### src/irq_consts.vh
// constants for the vectored interrupt priority logic
`ifndef IRQ_CONSTS_VH
`define IRQ_CONSTS_VH

`define NUM_SRC        31
`define IDX_W          5
`define VEC_W          16
`define WDT_W          16
`define OPT_BYTE_ADDR  16'h00C0
`define OPT_WDT_EN_BIT 7
`define LVI_MODE_BIT   1
`define BRK_VECTOR     16'h0060
`define IDLE_VECTOR    16'h0000
`define VEC_00 16'h0004
`define VEC_01 16'h0006
`define VEC_02 16'h0008
`define VEC_03 16'h0010
`define VEC_04 16'h0012
`define VEC_05 16'h0014
`define VEC_06 16'h0016
`define VEC_07 16'h0018
`define VEC_08 16'h001A
`define VEC_09 16'h001C
`define VEC_10 16'h001E
`define VEC_11 16'h0024
`define VEC_12 16'h0026
`define VEC_13 16'h0028
`define VEC_14 16'h002C
`define VEC_15 16'h002E
`define VEC_16 16'h0030
`define VEC_17 16'h0032
`define VEC_18 16'h0036
`define VEC_19 16'h0038
`define VEC_20 16'h003C
`define VEC_21 16'h0040
`define VEC_22 16'h0042
`define VEC_23 16'h0044
`define VEC_24 16'h0046
`define VEC_25 16'h0048
`define VEC_26 16'h0052
`define VEC_27 16'h0056
`define VEC_28 16'h0058
`define VEC_29 16'h005A
`define VEC_30 16'h005E

`endif

### src/vectored_interrupt_priority.v
// vectored interrupt priority resolver with software break interrupt
`timescale 1ns/1ps
`include "irq_consts.vh"
module vectored_interrupt_priority (
    input  wire                 clk_i,
    input  wire                 resetn_i,
    input  wire                 ce_i,
    input  wire [`WDT_W-1:0]    wdt_count_i,
    input  wire [`WDT_W-1:0]    wdt_overflow_i,
    input  wire [7:0]           option_byte_i,
    input  wire [7:0]           low_voltage_detect_reg_i,
    input  wire                 low_voltage_irq_i,
    input  wire                 ext_pin_zero_irq_i,
    input  wire                 ext_pin_four_irq_i,
    input  wire                 ext_pin_five_irq_i,
    input  wire                 ext_pin_ten_irq_i,
    input  wire [3:0]           pin_rise_en_i,
    input  wire [3:0]           pin_fall_en_i,
    input  wire                 lin_port_tx_irq_i,
    input  wire                 lin_port_rx_irq_i,
    input  wire                 lin_port_rx_err_irq_i,
    input  wire                 dma_ch_zero_done_irq_i,
    input  wire                 dma_ch_one_done_irq_i,
    input  wire                 radio_link_serial_irq_i,
    input  wire                 radio_link_buf_empty_i,
    input  wire                 multi_port_async_tx_irq_i,
    input  wire                 multi_port_sync_irq_i,
    input  wire                 multi_port_sync_empty_i,
    input  wire                 multi_port_twowire_irq_i,
    input  wire                 multi_port_rx_irq_i,
    input  wire                 multi_port_rx_err_irq_i,
    input  wire                 timer_u0_ch0_irq_i,
    input  wire                 timer_u0_ch1_irq_i,
    input  wire                 timer_u0_ch2_irq_i,
    input  wire                 timer_u0_ch3_irq_i,
    input  wire                 timer_u0_ch4_irq_i,
    input  wire                 timer_u0_ch5_irq_i,
    input  wire                 timer_u0_ch6_irq_i,
    input  wire                 timer_u0_ch7_irq_i,
    input  wire                 timer_u1_ch0_irq_i,
    input  wire                 timer_u1_ch1_irq_i,
    input  wire                 timer_u1_ch2_irq_i,
    input  wire                 timer_u1_ch3_irq_i,
    input  wire                 rtc_fixed_cycle_i,
    input  wire                 rtc_alarm_match_i,
    input  wire                 rtc_interval_irq_i,
    input  wire                 tx_only_port_irq_i,
    input  wire                 divide_done_irq_i,
    input  wire                 software_break_instruction_i,
    input  wire [`NUM_SRC-1:0]  mask_i,
    input  wire [`NUM_SRC-1:0]  flag_clear_i,
    input  wire                 cpu_int_enable_i,
    input  wire                 cpu_ack_i,
    output reg                  int_req_o,
    output reg  [`VEC_W-1:0]    int_vector_o,
    output reg  [`IDX_W-1:0]    int_priority_o,
    output reg                  int_software_o,
    output reg  [`NUM_SRC-1:0]  pending_o
);
    localparam [1:0] ST_IDLE    = 2'b00;
    localparam [1:0] ST_FETCH   = 2'b01;
    localparam [1:0] ST_LOAD    = 2'b10;
    localparam [1:0] ST_PRESENT = 2'b11;

    reg  [1:0]          state_q;
    reg  [1:0]          state_d;
    reg  [`NUM_SRC-1:0] pend_q;
    reg  [`NUM_SRC-1:0] pend_d;
    reg  [`NUM_SRC-1:0] ev;
    reg  [`NUM_SRC-1:0] ack_clr;
    reg  [`IDX_W-1:0]   idx_q;
    reg  [`IDX_W-1:0]   idx_d;
    reg                 sw_pend_q;
    reg                 sw_pend_d;
    reg                 is_sw_d;
    reg                 req_d;
    reg  [`VEC_W-1:0]   vec_d;
    reg  [`IDX_W-1:0]   prio_d;
    reg  [`WDT_W-1:0]   wdt_prev_q;
    wire [`WDT_W-1:0]   wdt_thresh;
    wire                wdt_hit;
    wire [3:0]          pin_edge;
    wire [3:0]          pin_raw;
    wire [`VEC_W-1:0]   rom_data;
    wire [`NUM_SRC-1:0] cand;
    wire [`IDX_W-1:0]   winner;
    wire                cand_any;
    wire                sel_lost;

    // lowest set bit index; bit position equals default priority
    function [`IDX_W-1:0] lowest_set;
        input [`NUM_SRC-1:0] v;
        integer i;
        begin
            lowest_set = {`IDX_W{1'b0}};
            for (i = `NUM_SRC - 1; i >= 0; i = i - 1) begin
                if (v[i]) begin
                    lowest_set = i[`IDX_W-1:0];
                end
            end
        end
    endfunction

    assign wdt_thresh = wdt_overflow_i - {2'b00, wdt_overflow_i[`WDT_W-1:2]};
    // count may sit on the threshold for many cycles, so fire only on arrival
    assign wdt_hit = (wdt_count_i == wdt_thresh) && (wdt_prev_q != wdt_thresh);

    assign pin_raw = {ext_pin_ten_irq_i, ext_pin_five_irq_i, ext_pin_four_irq_i, ext_pin_zero_irq_i};

    genvar g;
    generate
        for (g = 0; g < 4; g = g + 1) begin : g_pin
            pin_edge_sync u_sync (
                .clk_i     (clk_i),
                .resetn_i  (resetn_i),
                .ce_i      (ce_i),
                .pin_i     (pin_raw[g]),
                .rise_en_i (pin_rise_en_i[g]),
                .fall_en_i (pin_fall_en_i[g]),
                .edge_o    (pin_edge[g])
            );
        end
    endgenerate

    always @* begin
        ev = {`NUM_SRC{1'b0}};
        ev[0]  = wdt_hit & option_byte_i[`OPT_WDT_EN_BIT];
        ev[1]  = low_voltage_irq_i & ~low_voltage_detect_reg_i[`LVI_MODE_BIT];
        ev[2]  = pin_edge[0];
        ev[3]  = pin_edge[1];
        ev[4]  = pin_edge[2];
        ev[5]  = lin_port_tx_irq_i;
        ev[6]  = lin_port_rx_irq_i;
        ev[7]  = lin_port_rx_err_irq_i;
        ev[8]  = dma_ch_zero_done_irq_i;
        ev[9]  = dma_ch_one_done_irq_i;
        ev[10] = radio_link_serial_irq_i | radio_link_buf_empty_i;
        ev[11] = multi_port_async_tx_irq_i | multi_port_sync_irq_i
               | multi_port_sync_empty_i | multi_port_twowire_irq_i;
        ev[12] = multi_port_rx_irq_i;
        ev[13] = multi_port_rx_err_irq_i;
        ev[14] = timer_u0_ch0_irq_i;
        ev[15] = timer_u0_ch1_irq_i;
        ev[16] = timer_u0_ch2_irq_i;
        ev[17] = timer_u0_ch3_irq_i;
        ev[18] = rtc_fixed_cycle_i | rtc_alarm_match_i;
        ev[19] = rtc_interval_irq_i;
        ev[20] = tx_only_port_irq_i;
        ev[21] = timer_u1_ch3_irq_i;
        ev[22] = timer_u0_ch4_irq_i;
        ev[23] = timer_u0_ch5_irq_i;
        ev[24] = timer_u0_ch6_irq_i;
        ev[25] = timer_u0_ch7_irq_i;
        ev[26] = pin_edge[3];
        ev[27] = timer_u1_ch0_irq_i;
        ev[28] = timer_u1_ch1_irq_i;
        ev[29] = timer_u1_ch2_irq_i;
        ev[30] = divide_done_irq_i;
    end

    assign cand     = cpu_int_enable_i ? (pend_q & ~mask_i) : {`NUM_SRC{1'b0}};
    assign cand_any = |cand;
    assign winner   = lowest_set(cand);
    // a presented maskable request is withdrawn if masked or cleared meanwhile
    assign sel_lost = ~int_software_o & (mask_i[idx_q] | ~cpu_int_enable_i | ~pend_q[idx_q]);

    vector_rom u_rom (
        .clk_i    (clk_i),
        .resetn_i (resetn_i),
        .ce_i     (ce_i),
        .addr_i   (idx_q),
        .rdata_o  (rom_data)
    );

    always @* begin
        ack_clr = {`NUM_SRC{1'b0}};
        if ((state_q == ST_PRESENT) && cpu_ack_i && !int_software_o) begin
            ack_clr[idx_q] = 1'b1;
        end
        // set wins over any clear in the same cycle
        pend_d = (pend_q & ~(flag_clear_i | ack_clr)) | ev;
        sw_pend_d = software_break_instruction_i
                  | (sw_pend_q & ~((state_q == ST_PRESENT) & cpu_ack_i & int_software_o));
    end

    always @* begin
        state_d = state_q;
        idx_d   = idx_q;
        is_sw_d = int_software_o;
        req_d   = int_req_o;
        vec_d   = int_vector_o;
        prio_d  = int_priority_o;
        case (state_q)
            ST_IDLE: begin
                // software interrupt ignores masks and enable
                if (sw_pend_q) begin
                    is_sw_d = 1'b1;
                    vec_d   = `BRK_VECTOR;
                    prio_d  = {`IDX_W{1'b0}};
                    req_d   = 1'b1;
                    state_d = ST_PRESENT;
                end else if (cand_any) begin
                    is_sw_d = 1'b0;
                    idx_d   = winner;
                    state_d = ST_FETCH;
                end
            end
            ST_FETCH: begin
                state_d = ST_LOAD;
            end
            ST_LOAD: begin
                vec_d   = rom_data;
                prio_d  = idx_q;
                req_d   = 1'b1;
                state_d = ST_PRESENT;
            end
            ST_PRESENT: begin
                if (cpu_ack_i || sel_lost) begin
                    req_d   = 1'b0;
                    state_d = ST_IDLE;
                end
            end
            default: begin
                req_d   = 1'b0;
                state_d = ST_IDLE;
            end
        endcase
    end

    always @(posedge clk_i) begin
        if (!resetn_i) begin
            state_q        <= ST_IDLE;
            pend_q         <= {`NUM_SRC{1'b0}};
            sw_pend_q      <= 1'b0;
            idx_q          <= {`IDX_W{1'b0}};
            wdt_prev_q     <= {`WDT_W{1'b0}};
            int_req_o      <= 1'b0;
            int_vector_o   <= `IDLE_VECTOR;
            int_priority_o <= {`IDX_W{1'b0}};
            int_software_o <= 1'b0;
            pending_o      <= {`NUM_SRC{1'b0}};
        end else if (ce_i) begin
            state_q        <= state_d;
            pend_q         <= pend_d;
            sw_pend_q      <= sw_pend_d;
            idx_q          <= idx_d;
            wdt_prev_q     <= wdt_count_i;
            int_req_o      <= req_d;
            int_vector_o   <= vec_d;
            int_priority_o <= prio_d;
            int_software_o <= is_sw_d;
            pending_o      <= pend_d;
        end
    end
endmodule // vectored_interrupt_priority

### src/vector_rom.v
// vector table lookup with registered read data
`timescale 1ns/1ps
`include "irq_consts.vh"
module vector_rom (
    input  wire               clk_i,
    input  wire               resetn_i,
    input  wire               ce_i,
    input  wire [`IDX_W-1:0]  addr_i,
    output reg  [`VEC_W-1:0]  rdata_o
);
    always @(posedge clk_i) begin
        if (!resetn_i) begin
            rdata_o <= `IDLE_VECTOR;
        end else if (ce_i) begin
            case (addr_i)
                5'h00: rdata_o <= `VEC_00;
                5'h01: rdata_o <= `VEC_01;
                5'h02: rdata_o <= `VEC_02;
                5'h03: rdata_o <= `VEC_03;
                5'h04: rdata_o <= `VEC_04;
                5'h05: rdata_o <= `VEC_05;
                5'h06: rdata_o <= `VEC_06;
                5'h07: rdata_o <= `VEC_07;
                5'h08: rdata_o <= `VEC_08;
                5'h09: rdata_o <= `VEC_09;
                5'h0a: rdata_o <= `VEC_10;
                5'h0b: rdata_o <= `VEC_11;
                5'h0c: rdata_o <= `VEC_12;
                5'h0d: rdata_o <= `VEC_13;
                5'h0e: rdata_o <= `VEC_14;
                5'h0f: rdata_o <= `VEC_15;
                5'h10: rdata_o <= `VEC_16;
                5'h11: rdata_o <= `VEC_17;
                5'h12: rdata_o <= `VEC_18;
                5'h13: rdata_o <= `VEC_19;
                5'h14: rdata_o <= `VEC_20;
                5'h15: rdata_o <= `VEC_21;
                5'h16: rdata_o <= `VEC_22;
                5'h17: rdata_o <= `VEC_23;
                5'h18: rdata_o <= `VEC_24;
                5'h19: rdata_o <= `VEC_25;
                5'h1a: rdata_o <= `VEC_26;
                5'h1b: rdata_o <= `VEC_27;
                5'h1c: rdata_o <= `VEC_28;
                5'h1d: rdata_o <= `VEC_29;
                5'h1e: rdata_o <= `VEC_30;
                default: rdata_o <= `IDLE_VECTOR;
            endcase
        end
    end
endmodule // vector_rom

### src/pin_edge_sync.v
// three-flop pin synchroniser with selectable edge detection
`timescale 1ns/1ps
module pin_edge_sync (
    input  wire clk_i,
    input  wire resetn_i,
    input  wire ce_i,
    input  wire pin_i,
    input  wire rise_en_i,
    input  wire fall_en_i,
    output reg  edge_o
);
    reg s1_q;
    reg s2_q;
    reg s3_q;
    reg level_q;
    reg primed_q;
    reg [1:0] fill_q;

    // first level after reset is taken quietly, so a pin held high gives no edge
    always @(posedge clk_i) begin
        if (!resetn_i) begin
            s1_q     <= 1'b0;
            s2_q     <= 1'b0;
            s3_q     <= 1'b0;
            level_q  <= 1'b0;
            primed_q <= 1'b0;
            fill_q   <= 2'h0;
            edge_o   <= 1'b0;
        end else if (ce_i) begin
            s1_q   <= pin_i;
            s2_q   <= s1_q;
            s3_q   <= s2_q;
            edge_o <= 1'b0;
            // reset values of the flops are not pin samples, so wait until the chain is filled
            if (fill_q != 2'h3) begin
                fill_q <= fill_q + 2'h1;
            end
            if ((fill_q == 2'h3) && (s2_q == s3_q)) begin
                primed_q <= 1'b1;
                level_q  <= s3_q;
                if (primed_q && (s3_q != level_q)) begin
                    edge_o <= s3_q ? rise_en_i : fall_en_i;
                end
            end
        end
    end
endmodule // pin_edge_sync

### config.mk
export PLATFORM = sky130hd
export DESIGN_NAME = vectored_interrupt_priority
export DESIGN_NICKNAME = d
export VERILOG_FILES = /design/src/vectored_interrupt_priority.v /design/src/vector_rom.v /design/src/pin_edge_sync.v
export VERILOG_INCLUDE_DIRS = /design/src
export SDC_FILE = /design/constraint.sdc
export NUM_CORES = 1
export LEC_CHECK = 0
export BUFFER_PORTS_ARGS = -buffer_cell sky130_fd_sc_hd__buf_2
export CELL_PAD_IN_SITES_DETAIL_PLACEMENT = 1
export CELL_PAD_IN_SITES_GLOBAL_PLACEMENT = 1
export CORE_MARGIN = 8
export CORE_UTILIZATION = 43
export CTS_BUF_LIST = sky130_fd_sc_hd__clkbuf_8
export DETAILED_ROUTE_END_ITERATION = 7
export PLACE_DENSITY_LB_ADDON = 0.1
export SLEW_MARGIN = 20
export SYNTH_ARGS = -nofsm -noshare
export SYNTH_HDL_FRONTEND = slang
export SYNTH_SLANG_ARGS = --single-unit
### constraint.sdc
create_clock -name clk_i -period 5.2 [get_ports clk_i]
set_input_delay 0 -clock clk_i [delete_from_list [all_inputs] [get_ports clk_i]]
set_output_delay 0 -clock clk_i [all_outputs]
set_load 0.03 [all_outputs]
==> results.yml, run 1 <==
grt:
  grt_pass1_vias: 8130
  met2_usage_pct: 43.6
  grt_usage_pct: 24.3
  overflow: 0
  grt_pass1_wl_um: 43000
  grt_max_degree: 103
  grt-busiest-layer: "met2"
  antenna_found_initial: 0
  grt.met1_usage_pct: 27.9
  use_met3_pct: 4.60
detailed_routing:
  drtPass1Iterations: 4
  postRouteAntennaNets: 0
  dr_total_vias: 7536
  via_per_inst: 5.55
  drc: 0
  first_iter_violations: 410
  wl_per_cell_um: 19.4
  drt_wl_total_um: 26300
cts:
  clk_latency_ns: 0.40
  cts_made_buffers: 9
  numClockSinks: 106
  post_cts_buffers: 0
  clk_pin_slew_ns: 0.13
  root_buffer: "clkbuf_8"
  cts-hold-fix-buffers: 90
  clk_path_buf_depth: 2
  htree_levels: 3
  cts_tree: "built"
  cts-resized-gates: 0
hold_path:
  hold_path_class: "input port to register"
  min_delay_path_depth: 5
finish:
  diodes: 0
  final_nets: 1321
  areaGrowthSynthToFinish_pct: 29.0
  fin_area_mm2: 0.00947
  drive_above_1_share_pct: 20.4
logic_synthesis:
  ys_ff_latch: 106
  synth_cell_types: 77
  ys.flop_type: "dfxtp_1"
  synth_most_common_cell: "dfxtp_1"
  synth_top_area_share_pct: 28.9
  synthArstFlopShare_pct: 0
  synthTopCellsByArea: "dfxtp_1 29%, nor2b_1 8.9%, o21ai_0 5.4%"
  synth_common_cells: "106 x dfxtp_1, 105 x nor2b_1, 79 x o21ai_0"
  postSynthAreaPerCell_um2: 8.28
  ys.warnings.count: 0
  netlist_area_mm2: 0.00734
  syn_inst: 887
  synth_edf_count: 0
  yosysTopAreaCell: "dfxtp_1"
  synth-seq-area-share_pct: 28.9
sta:
  setup_tns_ns: 0
  drv_slew: 0
  period_minus_slack_ns: 3.06
  rsz0062_at_grt: "false"
  worst_clock_skew_ns: 0.0132
  worst-slew-pin-transition_ns: 0.908
  slew_headroom_pct: 39.5
  finalSetupViolations: 0
  hold_viol_final: 0
  finalCritPeriodShare_pct: 58.9
  fmax_mhz: 327
placed_design:
  dp_hpwl_um: 18300
  io_buffers: 188
  dpl-instance-area_mm2: 0.00836
  routabilityCongestion: 0.866
worst_setup_path:
  required_ns: 5.53
  path_max_fanout: 15
  cp-end-kind: "register"
  reg2regPathDepth: 8
  cp.arrival_ns: 3.39
  path_class: "register to register"
  startpoint_type: "register"
power:
  vdd_ir_drop_max_v: 0.000124
  finalPower_mw: 2.16
  leakage_nw: 4.09
  power.density_mw_per_mm2: 228
floorplan:
  core_region_area_mm2: 0.0166
  initial_core_util_pct: 44.1
  dieArea_mm2: 0.0215
  die_h_um: 147
  ios: 213
  rows: 47
  die_x_um: 147
run_status:
  status: "completed"
run:
  cap_violations: 0
-- through the flow --
stage          util (%)  instances  setup slack, ns  hold slack (ns)
6_report           56.9       1358             2.14           0.0210
5_1_grt            56.9       1358             1.89           0.0299
4_1_cts            56.9       1358             2.16          0.00121
3_5_place_dp       50.2       1252             2.19            0.269
3_3_place_gp       50.2       1252             2.25            0.255
2_1_floorplan         -        896             2.87            0.169
-- worst paths after layout --
path,start,end,slack (ns)
setup / recovery,idx_q[1],pend_q[20],2.14
setup reg to reg,idx_q[1],pend_q[20],2.14
hold reg to reg,int_req_o,int_req_o,0.48
hold / removal,pin_rise_en_i[0],g_pin[0].u_sync.edge_o,0.02
-- cells by family (layout without fill, tap and decap cells) --
kind of cell | count (synthesis) | count (layout) | share of synthesized area, %
AO/OA/AOI/OAI | 247 | 247 | 22.7
other | 1 | 10 | 0.0511
adder cells (fa/ha/maj) | 29 | 29 | 5.04
flip-flops | 106 | 106 | 28.9
buffers and inverters | 84 | 326 | 5.01
XOR/XNOR | 46 | 46 | 6.63
AND/OR/NAND/NOR | 328 | 328 | 24.0
multiplexers | 46 | 46 | 7.67
-- registers in the layout (all words and copies together) (netlist names) --
signal / count
g_pin.u_sync.s1_q: 4
pend_q: 31
int_vector_o: 6
int_software_o: 1
g_pin.u_sync.level_q: 4
g_pin.u_sync.primed_q: 4
u_rom.rdata_o: 6
idx_q: 5
wdt_prev_q: 16
sw_pend_q: 1
int_req_o: 1
g_pin.u_sync.fill_q: 8
g_pin.u_sync.s2_q: 4
g_pin.u_sync.s3_q: 4
state_q: 2
g_pin.u_sync.edge_o: 4
int_priority_o: 5
-- critical path, stage by stage (launching register included) --
cell	delay (ns)
dfxtp_1	0.81
inv_1	0.34
ha_1	0.33
nand2_1	0.36
nor2_1	0.11
o21ai_0	0.19
a22oi_1	0.09
dlygate4sd3_1	0.59
nor2b_1	0.16
-- layout by cell type (no fill, tap or decap), types with 3 or more instances in the layout --
cell	netlist	layout
nor2b_1	105	105
nand2b_1	14	14
o21ai_1	4	4
clkinv_8	0	3
inv_1	27	27
nor3_1	14	14
buf_2	3	187
xnor2_1	20	20
mux4_2	8	8
and3_1	11	11
nand4b_1	6	6
nand3_1	18	18
dlygate4sd3_1	0	90
inv_8	0	3
buf_4	11	4
conb_1	1	10
a22oi_1	36	36
nand4_1	11	11
a211oi_1	11	11
o41ai_1	3	3
o211a_1	8	8
a21o_1	4	4
nand2_1	55	55
xor2_1	20	20
o21ai_0	79	79
mux2i_1	36	36
a2111oi_0	4	4
a31oi_1	7	7
a21boi_0	18	18
dfxtp_1	106	106
xnor3_1	5	5
clkbuf_8	0	9
o21a_1	8	8
and2_1	5	5
a21oi_1	23	23
ha_1	28	28
o211ai_1	9	9
o31ai_1	9	9
nor2_1	66	66
-- area by class of cell --
cell class | count | area (um^2)
Sequential cell | 106 | 2120
Clock buffer | 9 | 124
Tap cell | 220 | 275
Inverter | 29 | 109
Multi-Input combinational cell | 706 | 4890
Fill cell | 2058 | 7170
Timing Repair Buffer | 281 | 1870
Clock inverter | 7 | 91.3
-- metal layers --
| layer | up-vias | wire length [um] |
|---|---|---|
| li1 | 3665 | - |
| met1 | 3630 | 11000 |
| met2 | 196 | 13300 |
| met3 | 45 | 1310 |
| met4 | 0 | 675 |
| met5 | - | 0 |
-- report_power, final --
group	internal [mW]	total, mW	switching, mW
logic	0.321	0.698	0.377
clock network	0.198	0.556	0.357
registers	0.858	0.910	0.0517
(Power assumes the default switching activity.)
==> run 2, diff against run 1 <==
Settings changed: ABC_AREA set to 1, CORE_UTILIZATION 43 to 33.
Clock period 5.2 ns to 2.45 ns, I/O delays scaled along.
==> run 2 against run 1 <==
Wire length fell by 2.8%. Synthesized cell count grew 13%. Worst setup slack got worse by 2.0 ns. Clock skew grew 0.0041 ns. Hold slack worse by 0.011 ns. Power up 120%. Sequential power grew 110%. Maximum frequency is 33% higher. Largest cell class unchanged. Largest power group unchanged.
==> results.yml, run 2 <==
power:
  power.density_mw_per_mm2: 501
  p_sw_mw: 1.67
  switching_share_pct: 36.0
  internal_power_mw: 2.98
  p_seq_share_pct: 41.0
  pwr-share-comb_pct: 32.5
  leakage_nw: 4.51
  clockPowerShare_pct: 26.5
  vdd_ir_drop_max_v: 0.000267
detailed_routing:
  dr_total_vias: 7664
  drc: 0
  drtPass1Iterations: 4
  wl_per_cell_um: 16.2
  drt_wl_total_um: 25600
  postRouteAntennaNets: 0
  first_iter_violations: 330
  via_per_inst: 4.84
cts:
  clk_pin_slew_ns: 0.12
  numClockSinks: 106
  clk_latency_ns: 0.41
  clk_path_buf_depth: 2
  root_buffer: "clkbuf_8"
  cts_tree: "built"
  cts_made_buffers: 9
  htree_levels: 3
sta:
  worst_clock_skew_ns: 0.0173
  hold_viol_final: 0
  period_minus_slack_ns: 2.30
  worst-slew-pin-transition_ns: 0.783
  fmax_mhz: 435
  finalSetupViolations: 0
  setup_tns_ns: 0
  drv_slew: 0
  finalCritPeriodShare_pct: 93.8
  slew_headroom_pct: 47.8
placed_design:
  routabilityCongestion: 0.818
  io_buffers: 188
  dp_hpwl_um: 18600
  dpl-instance-area_mm2: 0.00810
  dp_cells: 1474
floorplan:
  dieArea_mm2: 0.0249
  initial_core_util_pct: 33.2
  die_h_um: 158
  die_x_um: 158
  core_region_area_mm2: 0.0200
  ios: 213
  rows: 52
grt:
  antenna_found_initial: 2
  grt_pass1_wl_um: 40700
  met2_usage_pct: 37.8
  grt.met1_usage_pct: 23.6
  grt-busiest-layer: "met2"
  use_met3_pct: 3.66
  grt_max_degree: 75
  overflow: 0
  grt_usage_pct: 20.6
  grt_pass1_vias: 8173
worst_setup_path:
  path_class: "register to register"
  startpoint_type: "register"
  path_max_fanout: 7
  cp.arrival_ns: 2.59
  cp-end-kind: "register"
  required_ns: 2.74
logic_synthesis:
  synth_common_cells: "190 x nand2_1, 147 x nor2_1, 118 x a21oi_1"
  netlist_area_mm2: 0.00662
  syn_inst: 1003
  ys.flop_type: "dfxtp_1"
  ys.warnings.count: 0
  synth_cell_types: 47
  synth_most_common_cell: "nand2_1"
  synthTopCellsByArea: "dfxtp_1 32%, nand2_1 11%, a21oi_1 8.9%"
  synthArstFlopShare_pct: 0
  synth_top_area_share_pct: 32.0
  synth-seq-area-share_pct: 32.0
  ys_ff_latch: 106
  yosysTopAreaCell: "dfxtp_1"
  synth_edf_count: 0
  postSynthAreaPerCell_um2: 6.60
finish:
  drive_above_1_share_pct: 22.0
  reg_top3: "pend_q (31), wdt_prev_q (16), g_pin.u_sync.fill_q (8)"
  areaGrowthSynthToFinish_pct: 40.3
  largest_reg_flops: 31
  fin_area_mm2: 0.00929
  final_common_cell: "buf_2"
  regMostFlops: "pend_q"
  final_cell_mix: "188 x buf_2, 185 x nand2_1, 142 x nor2_1"
  layout.cells.non_filler: 1583
  final_nets: 1494
hold_path:
  hold_path_class: "input port to register"
run_status:
  status: "completed"
run:
  cap_violations: 0
## run 2: changes by cell type after synthesis, moves of 14 or more
cell / change
nor2b_1: -105
a21boi_0: -15
nand2b_1: -14
inv_1: +83
nand2_1: +135
nor2_1: +81
a21oi_1: +95
mux2i_1: -36
o21ai_0: +22
a22oi_1: -36
## run 2: power by group through the flow
stage	Clock, mW	Combinational [mW]	Sequential (mW)
after floorplan	0	0.810	2.00
after global placement	0	1.36	1.94
after detailed placement	0	1.38	1.94
after CTS	1.28	1.51	1.91
after global routing	1.33	1.69	1.92
final	1.23	1.51	1.91
## run 2: final timing paths
kind | startpoint | end | depth (start not counted) | slack [ns]
min reg2reg | int_vector_o[1] | int_vector_o[1] | 2 | 0.47
min | pin_fall_en_i[1] | g_pin[1].u_sync.edge_o | 5 | 0.009
max | idx_q[0] | pend_q[6] | 10 | 0.15
max reg2reg | idx_q[0] | pend_q[6] | 10 | 0.15
## run 2: layout make-up
class / instances / area [um^2]
Inverter: 115 / 432
Multi-Input combinational cell: 749 / 3940
Tap cell: 270 / 338
Fill cell: 2617 / 10700
Clock buffer: 9 / 124
Antenna cell: 2 / 5.00
Clock inverter: 7 / 93.8
Sequential cell: 106 / 2130
Timing Repair Buffer: 325 / 2230
## run 2: cell families (layout without fill, tap and decap cells)
| group | count (synthesis) | count (layout) | share of synthesized area (%) |
|---|---|---|---|
| and+or+nand+nor | 395 | 395 | 24.1 |
| adders and majority gates | 29 | 29 | 5.59 |
| DFF | 106 | 106 | 32.0 |
| AOI/OAI and AO/OA | 276 | 276 | 23.0 |
| buffers and inverters | 157 | 456 | 9.67 |
| other | 1 | 12 | 0.0566 |
| xor gates and xnor gates | 39 | 39 | 5.50 |
## run 2: metrics by stage
stage | power, mW | setup WS, ns | hold slack [ns] | utilization (%)
2_1_floorplan | 2.81 | 0.352 | 0.135 | -
3_3_place_gp | 3.30 | -0.139 | 0.227 | 40.5
3_5_place_dp | 3.33 | -0.205 | 0.230 | 40.5
4_1_cts | 4.69 | 0.0159 | 0.00555 | 46.1
5_1_grt | 4.94 | -0.00498 | 0.0485 | 46.5
6_report | 4.65 | 0.152 | 0.00949 | 46.5
## run 2: repair_timing
item / 4_1_cts / 5_1_grt
gates resized for setup: 0 / 25
buffers inserted: 0 / 2
endpoints found under the hold margin: 56 / 0
setup endpoints to repair: 0 / 11
hold buffers: 89 / 0
## run 2: worst max-delay path, stage by stage (launching register included)
cell and delay, ns:
dfxtp_2 0.37, inv_2 0.09, buf_4 0.15, ha_1 0.21
inv_1 0.10, nor2_4 0.15, buf_6 0.17, a21oi_1 0.07
o21ai_0 0.14, a21oi_1 0.11, dlygate4sd3_1 0.63
## run 2: layer usage
| layer | routed length, um | up-vias |
|---|---|---|
| li1 | - | 3874 |
| met3 | 1320 | 31 |
| met4 | 505 | 0 |
| met1 | 10700 | 3607 |
| met2 | 13000 | 152 |
| met5 | 0 | - |
